### config.mk
export PLATFORM = sky130hd
export DESIGN_NAME = rit_top
export DESIGN_NICKNAME = d
export VERILOG_FILES = /design/src/rit_pkg.sv /design/src/rit_top.sv /design/src/rit_pulse.sv
export SDC_FILE = /design/constraint.sdc
export NUM_CORES = 1
export LEC_CHECK = 0
export ABC_AREA = 1
export BUFFER_PORTS_ARGS = -buffer_cell sky130_fd_sc_hd__buf_4
export CAP_MARGIN = 20
export CELL_PAD_IN_SITES_DETAIL_PLACEMENT = 1
export CELL_PAD_IN_SITES_GLOBAL_PLACEMENT = 1
export CORE_UTILIZATION = 34
export CTS_BUF_LIST = sky130_fd_sc_hd__clkbuf_8 sky130_fd_sc_hd__clkbuf_16
export DETAILED_ROUTE_END_ITERATION = 16
export HOLD_SLACK_MARGIN = 0.02
export MAX_ROUTING_LAYER = met4
export PLACE_DENSITY = 0.91
export SLEW_MARGIN = 20
export SYNTH_ARGS = -nofsm -noshare
export SYNTH_HDL_FRONTEND = slang
export SYNTH_SLANG_ARGS = --single-unit
### constraint.sdc
create_clock -name clk_sys_in -period 3.2 [get_ports clk_sys_in]
set_input_delay 0.32 -clock clk_sys_in [delete_from_list [all_inputs] [get_ports clk_sys_in]]
set_output_delay 0.32 -clock clk_sys_in [all_outputs]
set_load 0.005 [all_outputs]
### src/rit_pkg.sv
// package: register map and constants for the remote inhibit and trigger block
`default_nettype none
package rit_pkg;
  localparam int unsigned RIT_CLK_HZ = 25000000;
  localparam int unsigned RIT_TRIGGER_PULSE_OUTPUT_PULSE_US = 500;
  localparam int unsigned RIT_TRIGGER_PULSE_OUTPUT_CYCLES = (RIT_CLK_HZ / 1000000) * RIT_TRIGGER_PULSE_OUTPUT_PULSE_US;
  localparam int unsigned RIT_CNT_W = 14;
  // register byte addresses
  localparam logic [11:0] RIT_CTRL_ADDR = 12'h000;
  localparam logic [11:0] RIT_CMD_ADDR = 12'h004;
  localparam logic [11:0] RIT_STAT_ADDR = 12'h008;
  localparam logic [11:0] RIT_NV_ADDR = 12'h00c;
  // control fields
  localparam int unsigned RIT_CTRL_MODE_LSB = 0;
  localparam int unsigned RIT_CTRL_POL_BIT = 2;
  localparam int unsigned RIT_CTRL_SRC_BIT = 3;
  localparam int unsigned RIT_CTRL_ON_BIT = 4;
  // command strobes
  localparam int unsigned RIT_CMD_CLR_BIT = 0;
  localparam int unsigned RIT_CMD_FUNC_BIT = 1;
  localparam int unsigned RIT_CMD_LIST_BIT = 2;
  localparam int unsigned RIT_CMD_FACT_BIT = 3;
  // status fields
  localparam int unsigned RIT_STAT_PIN_BIT = 0;
  localparam int unsigned RIT_STAT_ACT_BIT = 1;
  localparam int unsigned RIT_STAT_LATCH_BIT = 2;
  localparam int unsigned RIT_STAT_OUT_BIT = 3;
  localparam int unsigned RIT_STAT_RELAY_BIT = 4;
  localparam int unsigned RIT_STAT_TRIGGER_PULSE_OUTPUT_BIT = 5;
  typedef enum logic [1:0] {
    RIT_MODE_OFF = 2'h0,
    RIT_MODE_LIVE = 2'h1,
    RIT_MODE_LATCH = 2'h2
  } rit_mode_t;
  localparam rit_mode_t RIT_MODE_RESET = RIT_MODE_LIVE;
  localparam logic RIT_POL_RESET = 1'b0;
  localparam logic RIT_SRC_FUNC = 1'b0;
  localparam logic RIT_SRC_LIST = 1'b1;
endpackage : rit_pkg
`default_nettype wire

### src/rit_top.sv
// remote inhibit control and trigger output, with apb register access
// Behaviour
// - active inhibit overrides panel/host output state
// - default polarity: low or closure inhibits
// - inhibit zeroes voltage, opens output relay
// - selectable polarity; high/open inhibits when chosen
// - latching mode holds shutdown after input clears
// - protection-clear command once the input has cleared, or a change out of latching mode, leaves latched shutdown
// - live mode follows input, no latching
// - off mode ignores inhibit input entirely
// - mode kept in non-volatile store
// - no stored mode or factory: live
// - trigger pulse low for 500 us
//
// The address map and the APB slave port were left to the implementer.
`default_nettype none
module rit_top #(
  parameter int unsigned TRIGGER_PULSE_OUTPUT_CYCLES = rit_pkg::RIT_TRIGGER_PULSE_OUTPUT_CYCLES
) (
  input wire logic clk_sys_in,
  input wire logic rst_in,
  input wire logic psel_in,
  input wire logic penable_in,
  input wire logic pwrite_in,
  input wire logic [11:0] paddr_in,
  input wire logic [31:0] pwdata_in,
  output logic [31:0] prdata_out,
  output logic pready_out,
  output logic pslverr_out,
  input wire logic inhibit_pin_in,
  input wire logic nv_valid_in,
  input wire logic [1:0] nv_mode_in,
  output logic [1:0] nv_mode_out,
  output logic nv_write_out,
  input wire logic volt_change_in,
  input wire logic freq_change_in,
  input wire logic list_step_in,
  input wire logic list_step_trigger_pulse_output_in,
  output logic output_enable_out,
  output logic volt_zero_out,
  output logic relay_close_out,
  output logic trigger_pulse_output_n_out
);
  import rit_pkg::*;

  logic pin_meta_q;
  logic pin_sync_q;
  rit_mode_t inhibit_mode_command_q;
  logic inhibit_polarity_command_q;
  logic trigger_pulse_output_src_q;
  logic host_on_q;
  logic latched_shutdown_mode_q;
  logic restored_q;
  logic inhibit_act;
  logic shutdown;
  logic fire;
  logic trigger_pulse_output_busy;
  logic wr_en;
  logic rd_en;
  logic addr_ok;
  logic clr_cmd;
  logic fact_cmd;
  logic [31:0] rd_d;

  always_ff @(posedge clk_sys_in) begin
    if (rst_in) begin
      pin_meta_q <= 1'b1;
      pin_sync_q <= 1'b1;
    end else begin
      pin_meta_q <= inhibit_pin_in;
      pin_sync_q <= pin_meta_q;
    end
  end

  // apb decode: zero wait states
  assign wr_en = psel_in && penable_in && pwrite_in;
  assign rd_en = psel_in && !pwrite_in;
  assign addr_ok = (paddr_in == RIT_CTRL_ADDR) || (paddr_in == RIT_CMD_ADDR) ||
                   (paddr_in == RIT_STAT_ADDR) || (paddr_in == RIT_NV_ADDR);
  assign clr_cmd = wr_en && paddr_in == RIT_CMD_ADDR && pwdata_in[RIT_CMD_CLR_BIT];
  assign fact_cmd = wr_en && paddr_in == RIT_CMD_ADDR && pwdata_in[RIT_CMD_FACT_BIT];

  assign inhibit_act = inhibit_polarity_command_q ? pin_sync_q : !pin_sync_q;

  always_ff @(posedge clk_sys_in) begin
    if (rst_in) begin
      restored_q <= 1'b0;
    end else begin
      restored_q <= 1'b1;
    end
  end

  always_ff @(posedge clk_sys_in) begin
    if (rst_in) begin
      inhibit_mode_command_q <= RIT_MODE_RESET;
      inhibit_polarity_command_q <= RIT_POL_RESET;
      trigger_pulse_output_src_q <= RIT_SRC_FUNC;
      host_on_q <= 1'b0;
    end else if (fact_cmd) begin
      inhibit_mode_command_q <= RIT_MODE_RESET;
      inhibit_polarity_command_q <= RIT_POL_RESET;
      trigger_pulse_output_src_q <= RIT_SRC_FUNC;
    end else if (wr_en && paddr_in == RIT_CTRL_ADDR) begin
      // illegal mode code falls back to live
      if (pwdata_in[RIT_CTRL_MODE_LSB +: 2] == RIT_MODE_OFF ||
          pwdata_in[RIT_CTRL_MODE_LSB +: 2] == RIT_MODE_LATCH) begin
        inhibit_mode_command_q <= rit_mode_t'(pwdata_in[RIT_CTRL_MODE_LSB +: 2]);
      end else begin
        inhibit_mode_command_q <= RIT_MODE_LIVE;
      end
      inhibit_polarity_command_q <= pwdata_in[RIT_CTRL_POL_BIT];
      trigger_pulse_output_src_q <= pwdata_in[RIT_CTRL_SRC_BIT];
      host_on_q <= pwdata_in[RIT_CTRL_ON_BIT];
    end else if (!restored_q) begin
      if (nv_valid_in && (nv_mode_in == RIT_MODE_OFF || nv_mode_in == RIT_MODE_LATCH)) begin
        inhibit_mode_command_q <= rit_mode_t'(nv_mode_in);
      end else begin
        inhibit_mode_command_q <= RIT_MODE_LIVE;
      end
    end
  end

  // write mode back to store on change
  always_ff @(posedge clk_sys_in) begin
    if (rst_in) begin
      nv_mode_out <= RIT_MODE_RESET;
      nv_write_out <= 1'b0;
    end else begin
      nv_mode_out <= inhibit_mode_command_q;
      nv_write_out <= restored_q && (nv_mode_out != inhibit_mode_command_q);
    end
  end

  always_ff @(posedge clk_sys_in) begin
    if (rst_in) begin
      latched_shutdown_mode_q <= 1'b0;
    end else if (inhibit_mode_command_q == RIT_MODE_LATCH && inhibit_act) begin
      latched_shutdown_mode_q <= 1'b1;
    end else if (clr_cmd || inhibit_mode_command_q != RIT_MODE_LATCH) begin
      latched_shutdown_mode_q <= 1'b0;
    end
  end

  always_comb begin
    unique case (inhibit_mode_command_q)
      RIT_MODE_LIVE: shutdown = inhibit_act;
      RIT_MODE_LATCH: shutdown = latched_shutdown_mode_q || inhibit_act;
      RIT_MODE_OFF: shutdown = 1'b0;
      default: shutdown = 1'b0;
    endcase
  end

  always_ff @(posedge clk_sys_in) begin
    if (rst_in) begin
      output_enable_out <= 1'b0;
      volt_zero_out <= 1'b1;
      relay_close_out <= 1'b0;
    end else begin
      output_enable_out <= host_on_q && !shutdown;
      volt_zero_out <= shutdown || !host_on_q;
      relay_close_out <= host_on_q && !shutdown;
    end
  end

  always_comb begin
    if (trigger_pulse_output_src_q == RIT_SRC_LIST) begin
      fire = list_step_in && list_step_trigger_pulse_output_in;
    end else begin
      fire = volt_change_in || freq_change_in ||
             (wr_en && paddr_in == RIT_CMD_ADDR && pwdata_in[RIT_CMD_FUNC_BIT]);
    end
    if (wr_en && paddr_in == RIT_CMD_ADDR && pwdata_in[RIT_CMD_LIST_BIT] &&
        trigger_pulse_output_src_q == RIT_SRC_LIST) begin
      fire = 1'b1;
    end
  end

  rit_pulse #(
    .CYCLES(TRIGGER_PULSE_OUTPUT_CYCLES),
    .CNT_W(RIT_CNT_W)
  ) u_pulse (
    .clk_sys_in(clk_sys_in),
    .rst_in(rst_in),
    .fire_in(fire),
    .pulse_n_out(trigger_pulse_output_n_out),
    .busy_out(trigger_pulse_output_busy)
  );

  always_comb begin
    rd_d = '0;
    if (paddr_in == RIT_CTRL_ADDR) begin
      rd_d[RIT_CTRL_MODE_LSB +: 2] = inhibit_mode_command_q;
      rd_d[RIT_CTRL_POL_BIT] = inhibit_polarity_command_q;
      rd_d[RIT_CTRL_SRC_BIT] = trigger_pulse_output_src_q;
      rd_d[RIT_CTRL_ON_BIT] = host_on_q;
    end else if (paddr_in == RIT_STAT_ADDR) begin
      rd_d[RIT_STAT_PIN_BIT] = pin_sync_q;
      rd_d[RIT_STAT_ACT_BIT] = inhibit_act;
      rd_d[RIT_STAT_LATCH_BIT] = latched_shutdown_mode_q;
      rd_d[RIT_STAT_OUT_BIT] = output_enable_out;
      rd_d[RIT_STAT_RELAY_BIT] = relay_close_out;
      rd_d[RIT_STAT_TRIGGER_PULSE_OUTPUT_BIT] = trigger_pulse_output_busy;
    end else if (paddr_in == RIT_NV_ADDR) begin
      rd_d[1:0] = nv_mode_out;
    end
  end

  // registered read data and zero-wait-state ready
  always_ff @(posedge clk_sys_in) begin
    if (rst_in) begin
      prdata_out <= '0;
      pready_out <= 1'b0;
      pslverr_out <= 1'b0;
    end else begin
      pready_out <= psel_in && !penable_in;
      pslverr_out <= psel_in && !penable_in && !addr_ok;
      if (rd_en && !penable_in) begin
        prdata_out <= rd_d;
      end
    end
  end
endmodule : rit_top
`default_nettype wire

### src/rit_pulse.sv
// active-low pulse stretcher for the trigger output
`default_nettype none
module rit_pulse #(
  parameter int unsigned CYCLES = rit_pkg::RIT_TRIGGER_PULSE_OUTPUT_CYCLES,
  parameter int unsigned CNT_W = rit_pkg::RIT_CNT_W
) (
  input wire logic clk_sys_in,
  input wire logic rst_in,
  input wire logic fire_in,
  output logic pulse_n_out,
  output logic busy_out
);
  import rit_pkg::*;
  logic [CNT_W-1:0] cnt_q;
  // elaboration check: the counter must hold the pulse length
  if (CYCLES < 1 || CYCLES >= (1 << CNT_W)) begin : g_bad_cycles
    $error("rit_pulse: CYCLES does not fit counter");
  end
  always_ff @(posedge clk_sys_in) begin
    if (rst_in) begin
      cnt_q <= '0;
    end else if (fire_in) begin
      cnt_q <= CNT_W'(CYCLES);
    end else if (cnt_q != '0) begin
      cnt_q <= cnt_q - 1'b1;
    end
  end
  always_ff @(posedge clk_sys_in) begin
    if (rst_in) begin
      pulse_n_out <= 1'b1;
      busy_out <= 1'b0;
    end else begin
      pulse_n_out <= !(fire_in || cnt_q > CNT_W'(1));
      busy_out <= fire_in || cnt_q > CNT_W'(1);
    end
  end
endmodule : rit_pulse
`default_nettype wire

==> flow_summary.ini <==
[pwr]
powerDensity_mw_per_mm2 = 402
leakagePower_nw = 1.27
ir_drop_mv = 0.195
p_total_mw = 1.02

[final_layout]
fillCellCount = 834
diodes = 0
synthToLayoutAreaGrowth_pct = 16.8
nets = 416
layout_common_cells = nand2_1, nor2_1, buf_4
final_layout_size_suffix_gt1_share_pct = 20.0
seq_area_sq_um = 761
multiInputGateArea_sq_mm = 0.00114
mostFrequentLayoutCell = nand2_1

[sta]
clock_skew_ns = 0.00754
hold_violations = 0
drv_slew = 0
rsz0062_at_grt = false
final-setup-viol-count = 0
fin_crit_ns = 1.63
setup-tns-final_ns = 0
relSlewSlack_pct = 56.9
period_share_pct = 50.8
fmax_ghz = 0.615
tightestPinTransition_ns = 0.645

[route]
wl_met1_mm = 2.20
detail-route-antenna-nets = 0
drtIter0Drc = 60
vias = 2031
first_pass_iters = 4
met3_length_um = 180
viasPerCell = 4.72
wl_per_cell_um = 12.9
drc_errors = 0
top_layer = met4
route.met2.wl_mm = 3.06
wirelength_mm = 5.54

[cts]
cts_tree = done
cts_setup_buffers = 0
ctsHoldBuffers = 0
cts_buffers = 5
clkTransAtPathRegs_ns = 0.08
postCtsResizedCells = 0
clock_path_buffers = 2
cts.htree.levels = 2
cts_root_buf = clkbuf_8
cts.sinks = 38
clock_latency_ns = 0.29

[yosys]
async_reset_ff_share_pct = 0
ys.flop_type = dfxtp_1
ys_ff_latch = 38
syn_area_sq_mm = 0.00218
synth_edf_count = 0
netlist-cell-type-count = 37
synth.avg_cell_area_sq_um = 7.00
ys_warn_count = 0
syn-instance-count = 311
synth_seq_area_share_pct = 34.9

[setup_path]
reg2reg_slack_ns = 1.57
worstReg2RegStart = u_pulse.cnt_q[0]
worstRegToRegCells = 7
cp_slowest_cell = dfxtp_1
slowest_delay_ns = 0.44
crit_end = u_pulse.cnt_q[6]
critPathArrivalTime_ns = 1.81
path_class = reg -> reg
cp-startpoint = u_pulse.cnt_q[0]
end_kind = register
crit_required_ns = 3.39
cp_cell_sequence = inv_1, ha_1, nand2_1, nor2_1, or2_2, nand3_1, a21oi_1
cp_max_fo = 5
r2r_end = u_pulse.cnt_q[6]
worstSetupStartpointType = register

[placement]
io_buffers = 44
hpwl_mm = 4.39
place_congestion = 0.851

[die]
num_rows = 28
coreArea_sq_mm = 0.00606
dieWidth_um = 82.0
die_area_sq_mm = 0.00673
pin_count = 98
die_h_um = 82.0
initial_utilization_pct = 35.9

[global_routing]
grt_pass1_wl_mm = 9.11
overflow = 0
grt_max_degree = 16
grt.total_usage_pct = 18.5
first_global_vias = 2036
antenna_found_initial = 0

[hold_path]
hold_path_class = in -> reg
worstHoldStart = inhibit_pin_in

[job]
maxCapViolCount = 0

[run_status]
status = complete, no violations
==> worst min-delay path by stage <==
stage / endpoint / slack (ns) / depth (start not counted)
floorplan: pin_sync_q / 0.39 / 1
global placement: pin_sync_q / 0.41 / 1
detailed placement: pin_sync_q / 0.40 / 1
CTS: pin_meta_q / 0.21 / 2
global route: pin_meta_q / 0.21 / 2
finish: pin_meta_q / 0.22 / 2
==> Yosys cell counts, types with 2 or more instances <==
cell,count,share of area (%)
nor3_1,4,0.92
dfxtp_1,38,35
xnor2_1,3,1.2
o21ai_0,11,2.5
nand3_1,21,4.8
or2_1,2,0.57
nor2_1,45,7.8
nand2_2,4,1.1
nor2_2,2,0.57
ha_1,5,2.9
or2_2,7,2.0
nand2_1,62,11
buf_4,28,9.6
inv_1,32,5.5
xor2_1,4,1.6
buf_6,2,1.0
nand4_1,8,2.3
buf_2,2,0.46
o21a_1,2,0.69
a21oi_1,11,2.5
nor2_4,2,1.0
==> sequential cells by signal (all words and copies together), names as in the netlist <==
name	cells
pin_sync_q	1
nv_mode_out	2
volt_zero_out	1
u_pulse.busy_out	1
u_pulse.cnt_q	14
prdata_out	6
latched_shutdown_mode_q	1
pready_out	1
relay_close_out	1
inhibit_polarity_command_q	1
pin_meta_q	1
pslverr_out	1
nv_write_out	1
inhibit_mode_command_q	2
restored_q	1
trigger_pulse_output_src_q	1
host_on_q	1
u_pulse.pulse_n_out	1
==> kinds of logic after synthesis <==
kind of cell / after synthesis / synth area share [%]
compound gates: 31 / 8.04
xor+xnor: 7 / 2.81
fa+ha+maj: 5 / 2.87
buf+inv: 66 / 17.0
flops: 38 / 34.9
other cells: 1 / 0.172
simple gates: 163 / 34.2
==> area by class of cell <==
type	instances	area share [%]
well taps	75	3.69
inverters	33	4.87
clock buffers	6	3.24
multi-input cells	232	44.8
repair buffers	44	13.0
clock inverters	2	0.492
flip-flops and latches	38	29.9
==> per-stage QoR <==
stage	instances	util [%]	worst slack [ns]	instance area [sq um]	hold WS [ns]
finish	430	42.0	1.57	2540	0.216
global route	430	42.0	1.44	2540	0.207
CTS	430	42.0	1.56	2540	0.205
detailed placement	422	40.4	1.48	2450	0.402
global placement	422	40.4	1.51	2450	0.408
floorplan	336	-	1.84	2270	0.389
==> report_power, final <==
part	switching [mW]	leakage, nW	internal [mW]	total [mW]
clock	0.180	0.0472	0.173	0.353
sequential	0.0144	0.312	0.491	0.506
combinational	0.0941	0.913	0.0692	0.163
==> worst max-delay path, delay by kind of cell, from the launching register on <==
family	cells	cell delay (ns)
flops	1	0.44
fa+ha+maj	1	0.27
simple gates	4	0.61
buf+inv	1	0.11
compound gates	1	0.07
==> layer usage <==
metal,global-route usage (%),vias up
met2,35.3,48
met1,18.8,960
met5,-,-
li1,-,1012
met3,3.33,11
met4,6.14,0
No activity file was read; power rests on OpenSTA's default activity.
